`src/pkg/gia_pkg.sv`:
```
// global interrupt aggregator: register indices, reset values, field layout
// assumes a 32-bit axi4-lite register bus; byte address is four times the index

package gia_pkg;

  // ==========================================================================
  // bus geometry
  // ==========================================================================
  localparam int DATA_W = 32;
  localparam int IDX_W = 8;
  localparam int ADDR_LSB = 2;
  localparam int NUM_CH = 4;
  localparam int NUM_GRP = 4;

  // ==========================================================================
  // register indices as printed; byte address = index * 4
  // ==========================================================================
  localparam logic [7:0] HDLC_IRQ_STATUS_IDX = 8'hF5;
  localparam logic [7:0] HDLC_IRQ_ENABLE_IDX = 8'hF7;
  localparam logic [7:0] FRAMER_IRQ_STATUS_IDX = 8'hF9;
  localparam logic [7:0] TESTER_IRQ_STATUS_IDX = 8'hFA;
  localparam logic [7:0] LINE_UNIT_IRQ_STATUS_IDX = 8'hFB;
  localparam logic [7:0] FRAMER_IRQ_ENABLE_IDX = 8'hFC;
  localparam logic [7:0] TESTER_IRQ_ENABLE_IDX = 8'hFD;
  localparam logic [7:0] LINE_UNIT_IRQ_ENABLE_IDX = 8'hFE;
  // sticky rising-edge capture of all sixteen sources and its enable
  localparam logic [7:0] EDGE_IRQ_STATUS_IDX = 8'hE0;
  localparam logic [7:0] EDGE_IRQ_ENABLE_IDX = 8'hE1;

  // ==========================================================================
  // reset values and field layout
  // ==========================================================================
  localparam logic [3:0] ENABLE_RST = 4'h0;
  localparam logic [15:0] EDGE_RST = 16'h0000;
  localparam int GRP_FRAMER = 0;
  localparam int GRP_TESTER = 1;
  localparam int GRP_LINE_UNIT = 2;
  localparam int GRP_HDLC = 3;
  localparam int SYNC_STAGES = 2;

  // ==========================================================================
  // axi response codes
  // ==========================================================================
  localparam logic [1:0] RESP_OKAY = 2'h0;
  localparam logic [1:0] RESP_SLVERR = 2'h2;

endpackage : gia_pkg

```
`src/logic/gia_top.sv`:
```
// global interrupt aggregator: per-source level status, enables, one irq line
// assumes source levels arrive unsynchronised; host reaches registers over axi4-lite
//
// Contract
// - framer 1..4 status bits follow their lines
// - framer status register; bit 3 is framer 4
// - tester status bits 3..0 follow tester lines
// - line unit status bits follow unit lines
// - hdlc status read-only, bits follow controller lines
// - framer enable bits 3..0, reset zero
// - tester enable bits 3..0, reset zero
// - line unit enable bits 3..0, reset zero
// - hdlc enable read/write, reset zero

`timescale 1ns/1ps

module gia_top #(
  parameter int ADDR_W = 12
) (
  // clock and reset
  input wire logic CLK_SYS_I,
  input wire logic RESET_N_I,
  // interrupt sources, one per channel
  input wire logic [3:0] FRAMER_IRQ_I,
  input wire logic [3:0] TESTER_IRQ_I,
  input wire logic [3:0] LINE_UNIT_IRQ_I,
  input wire logic [3:0] HDLC_IRQ_I,
  // interrupt to host
  output logic IRQ_O,
  // axi4-lite write address
  input wire logic [ADDR_W-1:0] S_AXI_AWADDR_I,
  input wire logic [2:0] S_AXI_AWPROT_I,
  input wire logic S_AXI_AWVALID_I,
  output logic S_AXI_AWREADY_O,
  // axi4-lite write data
  input wire logic [31:0] S_AXI_WDATA_I,
  input wire logic [3:0] S_AXI_WSTRB_I,
  input wire logic S_AXI_WVALID_I,
  output logic S_AXI_WREADY_O,
  // axi4-lite write response
  output logic [1:0] S_AXI_BRESP_O,
  output logic S_AXI_BVALID_O,
  input wire logic S_AXI_BREADY_I,
  // axi4-lite read address
  input wire logic [ADDR_W-1:0] S_AXI_ARADDR_I,
  input wire logic [2:0] S_AXI_ARPROT_I,
  input wire logic S_AXI_ARVALID_I,
  output logic S_AXI_ARREADY_O,
  // axi4-lite read data
  output logic [31:0] S_AXI_RDATA_O,
  output logic [1:0] S_AXI_RRESP_O,
  output logic S_AXI_RVALID_O,
  input wire logic S_AXI_RREADY_I
);

  // ==========================================================================
  // elaboration checks
  // ==========================================================================
  initial
  begin
    if (ADDR_W < gia_pkg::IDX_W + gia_pkg::ADDR_LSB)
    begin
      $error("gia_top: ADDR_W too small to reach the register indices");
    end
  end

  // ==========================================================================
  // declarations
  // ==========================================================================
  logic [15:0] src_raw;
  logic [15:0] src_sync;
  logic [15:0] status_ff;
  logic [15:0] src_prev_ff;
  logic [15:0] edge_ff;
  logic [15:0] nxt_edge;
  logic [15:0] edge_en_ff;
  logic [3:0] enable_ff [gia_pkg::NUM_GRP];
  logic [15:0] enable_flat;
  logic [15:0] edge_clr;
  logic irq_ff;
  logic nxt_irq;

  logic aw_got_ff;
  logic nxt_aw_got;
  logic [ADDR_W-1:0] aw_addr_ff;
  logic w_got_ff;
  logic nxt_w_got;
  logic [31:0] w_data_ff;
  logic [3:0] w_strb_ff;
  logic awready_ff;
  logic wready_ff;
  logic bvalid_ff;
  logic nxt_bvalid;
  logic [1:0] bresp_ff;
  logic do_write;
  logic [7:0] wr_idx;
  logic wr_hit;
  logic wr_lane0;

  logic arready_ff;
  logic rvalid_ff;
  logic nxt_rvalid;
  logic [31:0] rdata_ff;
  logic [1:0] rresp_ff;
  logic ar_take;
  logic [7:0] rd_idx;
  logic [31:0] rd_word;
  logic rd_hit;

  // ==========================================================================
  // source capture
  // ==========================================================================
  // group order in every 16-bit vector: framer, tester, line unit, hdlc
  assign src_raw = {HDLC_IRQ_I, LINE_UNIT_IRQ_I, TESTER_IRQ_I, FRAMER_IRQ_I};

  gia_sync #(
    .WIDTH(16)
  ) u_sync (
    .clk_i(CLK_SYS_I),
    .reset_n_i(RESET_N_I),
    .async_i(src_raw),
    .sync_o(src_sync)
  );

  // status is a plain copy of the source level, never latched
  always_ff @(posedge CLK_SYS_I or negedge RESET_N_I)
  begin
    if (!RESET_N_I)
    begin
      status_ff <= 16'h0000;
    end
    else
    begin
      status_ff <= src_sync;
    end
  end

  // ==========================================================================
  // sticky edge capture, write one to clear
  // ==========================================================================
  // catches a source pulse too short to be seen by polling the level status
  always_ff @(posedge CLK_SYS_I or negedge RESET_N_I)
  begin
    if (!RESET_N_I)
    begin
      src_prev_ff <= 16'h0000;
    end
    else
    begin
      src_prev_ff <= src_sync;
    end
  end

  genvar g;
  generate
    for (g = 0; g < 16; g++)
    begin : g_edge
      // a new edge in the clearing cycle survives the clear
      assign nxt_edge[g] = (src_sync[g] & ~src_prev_ff[g]) | (edge_ff[g] & ~edge_clr[g]);
    end
  endgenerate

  always_ff @(posedge CLK_SYS_I or negedge RESET_N_I)
  begin
    if (!RESET_N_I)
    begin
      edge_ff <= gia_pkg::EDGE_RST;
    end
    else
    begin
      edge_ff <= nxt_edge;
    end
  end

  // ==========================================================================
  // write channel
  // ==========================================================================
  // address and data are taken in either order; one write is in flight at a time
  assign do_write = aw_got_ff && w_got_ff && !bvalid_ff;
  assign nxt_aw_got = aw_got_ff ? !do_write : (S_AXI_AWVALID_I && awready_ff);
  assign nxt_w_got = w_got_ff ? !do_write : (S_AXI_WVALID_I && wready_ff);
  assign nxt_bvalid = bvalid_ff ? !S_AXI_BREADY_I : do_write;

  always_ff @(posedge CLK_SYS_I or negedge RESET_N_I)
  begin
    if (!RESET_N_I)
    begin
      aw_got_ff <= 1'b0;
      w_got_ff <= 1'b0;
      awready_ff <= 1'b0;
      wready_ff <= 1'b0;
      bvalid_ff <= 1'b0;
    end
    else
    begin
      aw_got_ff <= nxt_aw_got;
      w_got_ff <= nxt_w_got;
      awready_ff <= !nxt_aw_got && !nxt_bvalid;
      wready_ff <= !nxt_w_got && !nxt_bvalid;
      bvalid_ff <= nxt_bvalid;
    end
  end

  always_ff @(posedge CLK_SYS_I or negedge RESET_N_I)
  begin
    if (!RESET_N_I)
    begin
      aw_addr_ff <= '0;
      w_data_ff <= 32'h00000000;
      w_strb_ff <= 4'h0;
    end
    else
    begin
      if (S_AXI_AWVALID_I && awready_ff)
      begin
        aw_addr_ff <= S_AXI_AWADDR_I;
      end
      if (S_AXI_WVALID_I && wready_ff)
      begin
        w_data_ff <= S_AXI_WDATA_I;
        w_strb_ff <= S_AXI_WSTRB_I;
      end
    end
  end

  // ==========================================================================
  // write decode
  // ==========================================================================
  assign wr_idx = aw_addr_ff[gia_pkg::ADDR_LSB +: gia_pkg::IDX_W];
  assign wr_lane0 = w_strb_ff[0];

  always_comb
  begin
    wr_hit = 1'b1;
    if (aw_addr_ff >> (gia_pkg::ADDR_LSB + gia_pkg::IDX_W) != '0)
    begin
      wr_hit = 1'b0;
    end
    else if (wr_idx == gia_pkg::FRAMER_IRQ_STATUS_IDX || wr_idx == gia_pkg::TESTER_IRQ_STATUS_IDX)
    begin
      wr_hit = 1'b1;
    end
    else if (wr_idx == gia_pkg::LINE_UNIT_IRQ_STATUS_IDX || wr_idx == gia_pkg::HDLC_IRQ_STATUS_IDX)
    begin
      wr_hit = 1'b1;
    end
    else if (wr_idx == gia_pkg::FRAMER_IRQ_ENABLE_IDX || wr_idx == gia_pkg::TESTER_IRQ_ENABLE_IDX)
    begin
      wr_hit = 1'b1;
    end
    else if (wr_idx == gia_pkg::LINE_UNIT_IRQ_ENABLE_IDX || wr_idx == gia_pkg::HDLC_IRQ_ENABLE_IDX)
    begin
      wr_hit = 1'b1;
    end
    else if (wr_idx == gia_pkg::EDGE_IRQ_STATUS_IDX || wr_idx == gia_pkg::EDGE_IRQ_ENABLE_IDX)
    begin
      wr_hit = 1'b1;
    end
    else
    begin
      wr_hit = 1'b0;
    end
  end

  // edge bits span byte lanes 0 and 1
  assign edge_clr = (do_write && wr_hit && wr_idx == gia_pkg::EDGE_IRQ_STATUS_IDX)
                  ? (w_data_ff[15:0] & {{8{w_strb_ff[1]}}, {8{w_strb_ff[0]}}}) : 16'h0000;

  always_ff @(posedge CLK_SYS_I or negedge RESET_N_I)
  begin
    if (!RESET_N_I)
    begin
      bresp_ff <= gia_pkg::RESP_OKAY;
    end
    else if (do_write)
    begin
      bresp_ff <= wr_hit ? gia_pkg::RESP_OKAY : gia_pkg::RESP_SLVERR;
    end
  end

  // ==========================================================================
  // enable registers
  // ==========================================================================
  // group enables store bits 3..0 and the edge enable bits 15..0; writes to other bits and to the group status registers are dropped
  always_ff @(posedge CLK_SYS_I or negedge RESET_N_I)
  begin
    if (!RESET_N_I)
    begin
      for (int i = 0; i < gia_pkg::NUM_GRP; i++)
      begin
        enable_ff[i] <= gia_pkg::ENABLE_RST;
      end
      edge_en_ff <= gia_pkg::EDGE_RST;
    end
    else if (do_write && wr_hit)
    begin
      if (wr_lane0 && wr_idx == gia_pkg::FRAMER_IRQ_ENABLE_IDX)
      begin
        enable_ff[gia_pkg::GRP_FRAMER] <= w_data_ff[3:0];
      end
      else if (wr_lane0 && wr_idx == gia_pkg::TESTER_IRQ_ENABLE_IDX)
      begin
        enable_ff[gia_pkg::GRP_TESTER] <= w_data_ff[3:0];
      end
      else if (wr_lane0 && wr_idx == gia_pkg::LINE_UNIT_IRQ_ENABLE_IDX)
      begin
        enable_ff[gia_pkg::GRP_LINE_UNIT] <= w_data_ff[3:0];
      end
      else if (wr_lane0 && wr_idx == gia_pkg::HDLC_IRQ_ENABLE_IDX)
      begin
        enable_ff[gia_pkg::GRP_HDLC] <= w_data_ff[3:0];
      end
      else if (wr_idx == gia_pkg::EDGE_IRQ_ENABLE_IDX)
      begin
        if (w_strb_ff[0])
        begin
          edge_en_ff[7:0] <= w_data_ff[7:0];
        end
        if (w_strb_ff[1])
        begin
          edge_en_ff[15:8] <= w_data_ff[15:8];
        end
      end
    end
  end

  assign enable_flat = {enable_ff[3], enable_ff[2], enable_ff[1], enable_ff[0]};

  // ==========================================================================
  // interrupt output
  // ==========================================================================
  // edge enables reset to zero, so out of reset the line follows the levels only
  assign nxt_irq = (|(src_sync & enable_flat)) | (|(nxt_edge & edge_en_ff));

  always_ff @(posedge CLK_SYS_I or negedge RESET_N_I)
  begin
    if (!RESET_N_I)
    begin
      irq_ff <= 1'b0;
    end
    else
    begin
      irq_ff <= nxt_irq;
    end
  end

  // ==========================================================================
  // read channel
  // ==========================================================================
  assign ar_take = S_AXI_ARVALID_I && arready_ff;
  assign nxt_rvalid = rvalid_ff ? !S_AXI_RREADY_I : ar_take;
  assign rd_idx = S_AXI_ARADDR_I[gia_pkg::ADDR_LSB +: gia_pkg::IDX_W];

  always_comb
  begin
    rd_word = 32'h00000000;
    rd_hit = 1'b1;
    if (S_AXI_ARADDR_I >> (gia_pkg::ADDR_LSB + gia_pkg::IDX_W) != '0)
    begin
      rd_hit = 1'b0;
    end
    else if (rd_idx == gia_pkg::FRAMER_IRQ_STATUS_IDX)
    begin
      rd_word[3:0] = status_ff[3:0];
    end
    else if (rd_idx == gia_pkg::TESTER_IRQ_STATUS_IDX)
    begin
      rd_word[3:0] = status_ff[7:4];
    end
    else if (rd_idx == gia_pkg::LINE_UNIT_IRQ_STATUS_IDX)
    begin
      rd_word[3:0] = status_ff[11:8];
    end
    else if (rd_idx == gia_pkg::HDLC_IRQ_STATUS_IDX)
    begin
      rd_word[3:0] = status_ff[15:12];
    end
    else if (rd_idx == gia_pkg::FRAMER_IRQ_ENABLE_IDX)
    begin
      rd_word[3:0] = enable_ff[gia_pkg::GRP_FRAMER];
    end
    else if (rd_idx == gia_pkg::TESTER_IRQ_ENABLE_IDX)
    begin
      rd_word[3:0] = enable_ff[gia_pkg::GRP_TESTER];
    end
    else if (rd_idx == gia_pkg::LINE_UNIT_IRQ_ENABLE_IDX)
    begin
      rd_word[3:0] = enable_ff[gia_pkg::GRP_LINE_UNIT];
    end
    else if (rd_idx == gia_pkg::HDLC_IRQ_ENABLE_IDX)
    begin
      rd_word[3:0] = enable_ff[gia_pkg::GRP_HDLC];
    end
    else if (rd_idx == gia_pkg::EDGE_IRQ_STATUS_IDX)
    begin
      rd_word[15:0] = edge_ff;
    end
    else if (rd_idx == gia_pkg::EDGE_IRQ_ENABLE_IDX)
    begin
      rd_word[15:0] = edge_en_ff;
    end
    else
    begin
      rd_hit = 1'b0;
    end
  end

  always_ff @(posedge CLK_SYS_I or negedge RESET_N_I)
  begin
    if (!RESET_N_I)
    begin
      arready_ff <= 1'b0;
      rvalid_ff <= 1'b0;
      rdata_ff <= 32'h00000000;
      rresp_ff <= gia_pkg::RESP_OKAY;
    end
    else
    begin
      arready_ff <= !nxt_rvalid;
      rvalid_ff <= nxt_rvalid;
      if (ar_take)
      begin
        rdata_ff <= rd_word;
        rresp_ff <= rd_hit ? gia_pkg::RESP_OKAY : gia_pkg::RESP_SLVERR;
      end
    end
  end

  // ==========================================================================
  // outputs
  // ==========================================================================
  assign IRQ_O = irq_ff;
  assign S_AXI_AWREADY_O = awready_ff;
  assign S_AXI_WREADY_O = wready_ff;
  assign S_AXI_BVALID_O = bvalid_ff;
  assign S_AXI_BRESP_O = bresp_ff;
  assign S_AXI_ARREADY_O = arready_ff;
  assign S_AXI_RVALID_O = rvalid_ff;
  assign S_AXI_RDATA_O = rdata_ff;
  assign S_AXI_RRESP_O = rresp_ff;

endmodule : gia_top

```
`src/logic/gia_sync.sv`:
```
// two-flop level synchroniser for a bus of independent levels
// assumes each bit is a slow level; multi-bit coherence is not needed

`timescale 1ns/1ps

module gia_sync #(
  parameter int WIDTH = 16
) (
  // clock and reset
  input wire logic clk_i,
  input wire logic reset_n_i,
  // levels
  input wire logic [WIDTH-1:0] async_i,
  output logic [WIDTH-1:0] sync_o
);

  logic [WIDTH-1:0] meta_ff;
  logic [WIDTH-1:0] sync_ff;

  initial
  begin
    if (WIDTH < 1)
    begin
      $error("gia_sync: WIDTH must be at least 1");
    end
  end

  // first stage is read only by the second stage
  always_ff @(posedge clk_i or negedge reset_n_i)
  begin
    if (!reset_n_i)
    begin
      meta_ff <= '0;
      sync_ff <= '0;
    end
    else
    begin
      meta_ff <= async_i;
      sync_ff <= meta_ff;
    end
  end

  assign sync_o = sync_ff;

endmodule : gia_sync

```
`config.mk`:
```
export PLATFORM = sky130hd
export DESIGN_NAME = gia_top
export DESIGN_NICKNAME = d
export VERILOG_FILES = /design/src/pkg/gia_pkg.sv /design/src/logic/gia_top.sv /design/src/logic/gia_sync.sv
export SDC_FILE = /design/constraint.sdc
export NUM_CORES = 1
export LEC_CHECK = 0
export BUFFER_PORTS_ARGS = -buffer_cell sky130_fd_sc_hd__buf_2
export CORE_UTILIZATION = 29
export CTS_BUF_LIST = sky130_fd_sc_hd__clkbuf_2 sky130_fd_sc_hd__clkbuf_4 sky130_fd_sc_hd__clkbuf_8
export DETAILED_ROUTE_END_ITERATION = 10
export PLACE_DENSITY_LB_ADDON = 0.12
export SLEW_MARGIN = 20
export SYNTH_ARGS = -nofsm -noshare
export SYNTH_HDL_FRONTEND = slang
export SYNTH_HIERARCHICAL = 1
export SYNTH_SLANG_ARGS = --single-unit
```
`constraint.sdc`:
```
create_clock -name CLK_SYS_I -period 4.4 [get_ports CLK_SYS_I]
set_clock_uncertainty 0.15 [all_clocks]
set_input_delay 0.22 -clock CLK_SYS_I [delete_from_list [all_inputs] [get_ports CLK_SYS_I]]
set_output_delay 0.22 -clock CLK_SYS_I [all_outputs]
set_load 0.01 [all_outputs]
```
### Word level (Yosys, flattened, before mapping)

Cells that the tools add are included.

| word-level totals | value |
|---|---|
| bits in registers | 154 |
| logic and storage cells | 211 |
| output and inout bits | 42 |

| operators by class | value |
|---|---|
| reductions and logical operators | 36 |
| mux-type cells | 43 |
| bitwise operators | 88 |
| equality and inequality tests | 20 |

Operators with widths:

| cell | count |
|---|---|
| $eq A8 B8 Y1 const B | 20 |
| $mux W12 | 8 |
| $mux W16 | 4 |
| $and A16 B16 Y16 | 3 |
| $not A1 Y1 | 36 |
| $and A1 B1 Y1 | 32 |
| $mux W4 | 8 |
| $reduce_or A16 Y1 | 2 |
| $reduce_bool A12 Y1 | 2 |
| $mux W1 | 21 |
| $or A1 B1 Y1 | 17 |
| $reduce_and A7 Y1 | 2 |
| $logic_and A1 B1 Y1 | 13 |
| $logic_not A1 Y1 | 8 |
| $logic_or A1 B1 Y1 | 5 |
| $reduce_and A5 Y1 | 1 |
| $mux W2 | 2 |
| $reduce_and A4 Y1 | 1 |
| $reduce_and A3 Y1 | 1 |
| $reduce_and A2 Y1 | 1 |

### Logic depth before layout (Yosys ltp)

| logic depth | value |
|---|---|
| depth after elaboration | 17 |
| mapped depth | 8 |
| mapped depth without buffers | 6 |

### By module

The synthesis kept the hierarchy.

Modules (own cells, without submodules):

| module | cells an instance | instances | seq. area each (um^2) | area each (um^2) |
|---|---|---|---|---|
| gia_top | 468 | 1 | 2,952.8 | 5,476.5 |
| gia_sync | 32 | 1 | 800.8 | 800.8 |

### Least setup slack after synthesis

OpenSTA, ideal clock, no wires.

| timing path | value |
|---|---|
| kind | reg-to-reg |
| start point | register aw_addr_ff[5] |
| end point | register irq_ff (netlist: IRQ_O) |
| setup slack | 1.804 ns |
| required time | 4.112 ns |
| arrival | 2.308 ns |
| cell stages (with the launch flop) | 9 |
| path through | dfrtp_1 buf_6 or4_4 nor4_4 buf_6 a21oi_2 or4_1 a211oi_2 nand4b_1 |

| on the way | value |
|---|---|
| longest elaborated chain between the ends | 17 |
| elaborated cells on any way between the ends | 75 |

Ends and longest elaborated chain:

| element | RTL line | text |
|---|---|---|
| start, declared | gia_top.sv:85 | `logic [ADDR_W-1:0] aw_addr_ff;` |
| start signal, assigned | gia_top.sv:208 | `aw_addr_ff <= '0;` |
| start signal, assigned | gia_top.sv:216 | `aw_addr_ff <= S_AXI_AWADDR_I;` |
| $eq A8 B8 Y1, on equally long branches | gia_top.sv:255, gia_top.sv:266 |  |
| $logic_or A1 B1 Y1 | gia_top.sv:255 | `else if (wr_idx == gia_pkg::EDGE_IRQ_STATUS_IDX \|\| wr_idx == gia_pkg::EDGE_IRQ_ENABLE_IDX)` |
| $mux W1 | gia_top.sv:255 |  |
| $mux W1 | gia_top.sv:251 | `else if (wr_idx == gia_pkg::LINE_UNIT_IRQ_ENABLE_IDX \|\| wr_idx == gia_pkg::HDLC_IRQ_ENABLE_IDX)` |
| $mux W1 | gia_top.sv:247 | `else if (wr_idx == gia_pkg::FRAMER_IRQ_ENABLE_IDX \|\| wr_idx == gia_pkg::TESTER_IRQ_ENABLE_IDX)` |
| $mux W1 | gia_top.sv:243 | `else if (wr_idx == gia_pkg::LINE_UNIT_IRQ_STATUS_IDX \|\| wr_idx == gia_pkg::HDLC_IRQ_STATUS_IDX)` |
| $mux W1 | gia_top.sv:239 | `else if (wr_idx == gia_pkg::FRAMER_IRQ_STATUS_IDX \|\| wr_idx == gia_pkg::TESTER_IRQ_STATUS_IDX)` |
| $mux W1 | gia_top.sv:235 | `if (aw_addr_ff >> (gia_pkg::ADDR_LSB + gia_pkg::IDX_W) != '0)` |
| (+2 left out) | -- |  |
| $mux W16 (*) | gia_top.sv:267 | `? (w_data_ff[15:0] & {{8{w_strb_ff[1]}}, {8{w_strb_ff[0]}}}) : 16'h0000;` |
| $not A1 Y1 | gia_top.sv:159 | `assign nxt_edge[g] = (src_sync[g] & ~src_prev_ff[g]) \| (edge_ff[g] & ~edge_clr[g]);` |
| $and A1 B1 Y1 | gia_top.sv:159 |  |
| $or A1 B1 Y1 | gia_top.sv:159 |  |
| $and A16 B16 Y16 (*) | gia_top.sv:333 | `assign nxt_irq = (\|(src_sync & enable_flat)) \| (\|(nxt_edge & edge_en_ff));` |
| $reduce_or A16 Y1 (*) | gia_top.sv:333 |  |
| $or A1 B1 Y1 (*) | gia_top.sv:333 |  |
| named net nxt_irq | gia_top.sv:81 | `logic nxt_irq;` |
| end signal, assigned | gia_top.sv:343 | `irq_ff <= nxt_irq;` |
| end, declared | gia_top.sv:80 | `logic irq_ff;` |

The timed path passes the listed nets; every way through them passes the cells marked *.
A chain may end at the register's enable or synchronous reset.

### Worst setup path in the final report

Same ends and word-level chain as after synthesis.

==> results.toml <==
[global_routing]
grt_pass1_wl_um = 24700
antenna_found_initial = 0
use_met3_pct = 3.52
grt_pass1_vias = 4386
grt_util_met1_pct = 21.1
grt.total_usage_pct = 15.0
overflow = 0
grt_max_degree = 79
grt.busiest_layer = "met2"
met2_usage_pct = 23.1

[floorplan]
rows = 53
die_w_um = 149
ios = 131
die_y_um = 149
initial_utilization_pct = 29.7
fp.dieArea_mm2 = 0.0222
core_mm2 = 0.0212

[timing]
setup_viol = 0
finalHoldViolCount = 0
fin_setup_tns_ps = 0
drv_slew = 0
tightest_slew_ps = 1030
rsz0062_at_grt = "false"
finalCriticalPeriod_ps = 3210
period_share_pct = 73.0
relSlewSlack_pct = 31.2
setup_slack_ps = 1190
fmax_mhz = 311

[yosys]
synth_warnings = 6
synthDistinctLibCells = 51
synth_top_area_cell = "dfrtp_1"
synth_seq_cells = 150
yosysTopAreaCellShare_pct = 59.8
synth.most_common_cell = "dfrtp_1"
avgSynthCellArea_um2 = 12.6
synth_top_cells_by_count = "dfrtp_1, mux2_2, nand2_1, o21ai_0, nor2b_1"
synth_area_mm2 = 0.00628
netlist_top_cells_area = "dfrtp_1, mux2_2, nand2_1"
synthFlopType = "dfrtp_1"
syn-instance-count = 500
ys_async_sr_fraction_pct = 100
ys_seq_area_share_pct = 59.8
synth-edff-count = 0

[cts]
post_cts_resized = 0
clk_latency_ps = 450
cts_max_path_buffers = 2
cts.sinks = 150
cts-root-buf = "clkbuf_8"
cts_tree = "built"
clk_pin_slew_worst_paths_ps = 90
h-tree-depth = 4
numCtsBuffers = 17

[worst_setup_path]
path_class = "reg2reg"
start_kind = "flip-flop"
crit_arrival_ps = 3380
r2r-end = "IRQ_O"
path_cells = "or4_4 -> nor4_4 -> buf_4 -> a21oi_1 -> or4_1 -> a2111oi_2 -> nand4b_1"
rr_worst_depth = 7
reg2reg_from = "aw_addr_ff[5]"
rrSetupSlack_ps = 1190
crit_slowest_cell = "nor4_4"
crit_path_max_fanout = 10
required_ps = 4570
startpoint = "aw_addr_ff[5]"
slowest_delay_ps = 590
end_kind = "flip-flop"
crit_end = "IRQ_O"

[detailed_routing]
first_pass_iters = 5
via_count = 4327
ant_nets = 0
via_per_inst = 4.63
post_drt_wl_per_cell_um = 16.5
post-route-drc-count = 0
routed_wl_um = 15500
drt_iter0_markers = 238

[power_and_ir_drop]
peakVddDrop_mv = 0.181
total_power_mw = 3.44
power.density_mw_per_mm2 = 436
power.leakage_nw = 3.54

[flow_run]
cap_violations = 0

[placement]
io_buffers = 84
gp_congestion = 0.834
dp_slack_ps = 1160
hpwl_um = 11100
post-place-cells = 852

[final_layout]
nets = 736
drive_gt1_share_pct = 30.2
instances_no_fill = 935
syn2layout_area_growth_pct = 25.7
num_antenna_cells = 0
fin_util_pct = 37.3
n_fill_cell = 2129

[hold_path]
hold_path_class = "in2reg"

[status]
run_status = "complete, no violations"
[timing repair]
item,CTS,global route
setup buffers,0,0
hold endpoints to repair,127,0
hold buffers,51,0
[worst min-delay path by stage]
stage	startpoint	end	slack (ps)	cells after the start
global placement	RESET_N_I	w_data_ff[10]	160	1
CTS	S_AXI_ARADDR_I[10]	S_AXI_RDATA_O[2]	20	5
finish	S_AXI_ARADDR_I[10]	S_AXI_RDATA_O[2]	60	5
detailed placement	RESET_N_I	w_data_ff[10]	170	1
floorplan	RESET_N_I	IRQ_O	-230	0
global route	S_AXI_ARADDR_I[10]	S_AXI_RDATA_O[2]	70	5
[per-layer routing]
metal  part of all wire (%)  vias to the layer above
li1                       -                     2072
met1                     50                     2136
met2                     46                      108
met3                    3.7                       11
met4                   0.82                        0
met5                      0                        -
[cells by family (layout without fill, tap and decap cells)]
| group | Yosys count | count (layout) | synth area share [%] |
|---|---|---|---|
| muxes | 82 | 82 | 14.6 |
| AOI/OAI and AO/OA | 97 | 97 | 10.3 |
| other | 1 | 18 | 0.0597 |
| buffers and inverters | 37 | 180 | 3.59 |
| DFF | 150 | 150 | 59.8 |
| and+or+nand+nor | 133 | 133 | 11.7 |
[area by class of cell]
cell class | count | area, um2 | area share [%]
multi-input cells | 330 | 2360 | 30.0
repair buffers | 140 | 975 | 12.4
clock inverters | 14 | 175 | 2.22
well taps | 275 | 344 | 4.36
inverters | 8 | 30.0 | 0.381
flip-flops and latches | 150 | 3750 | 47.6
clock buffers | 18 | 248 | 3.14
[stage by stage]
step,hold WS [ps],area [um2]
3_3_place_gp,163,6960
4_1_cts,21.5,7890
5_1_grt,73.8,7890
6_report,56.4,7890
3_5_place_dp,167,6960
2_1_floorplan,-226,6340
[power breakdown]
part / internal, mW / total [mW] / switching (mW)
combinational: 0.286 / 0.527 / 0.240
clock: 0.580 / 1.13 / 0.554
sequential: 1.57 / 1.78 / 0.212
total: 2.44 / 3.44 / 1.01
[cell usage in the layout (no fill, tap or decap), drive strengths merged, types with 8 or more instances in the layout]
| cell | instances |
|---|---|
| mux2i | 16 |
| nand3 | 9 |
| mux2 | 66 |
| a22o | 8 |
| clkbuf | 18 |
| inv | 10 |
| nand2 | 47 |
| buf | 89 |
| nor2b | 23 |
| nor2 | 13 |
| a21o | 10 |
| dfrtp | 150 |
| a21oi | 23 |
| o21ai | 28 |
| dlygate4sd3 | 51 |
| conb | 18 |
[sequential cells by signal, indices dropped and copies added (netlist names), 16 cells and up]
name	cells
S_AXI_RDATA_O	16
edge_en_ff	16
edge_ff	16
enable_ff	16
src_prev_ff	16
u_sync/meta_ff	16
u_sync/sync_o	16
w_data_ff	16
[critical path, delay by kind of cell (launching register included)]
kind                   cells  cell delay (ps)
AND/OR/NAND/NOR            4             1870
flip-flops                 1              480
AO/OA/AOI/OAI              2              300
buffers and inverters      1              260
Power figures use the tool's default switching activity.
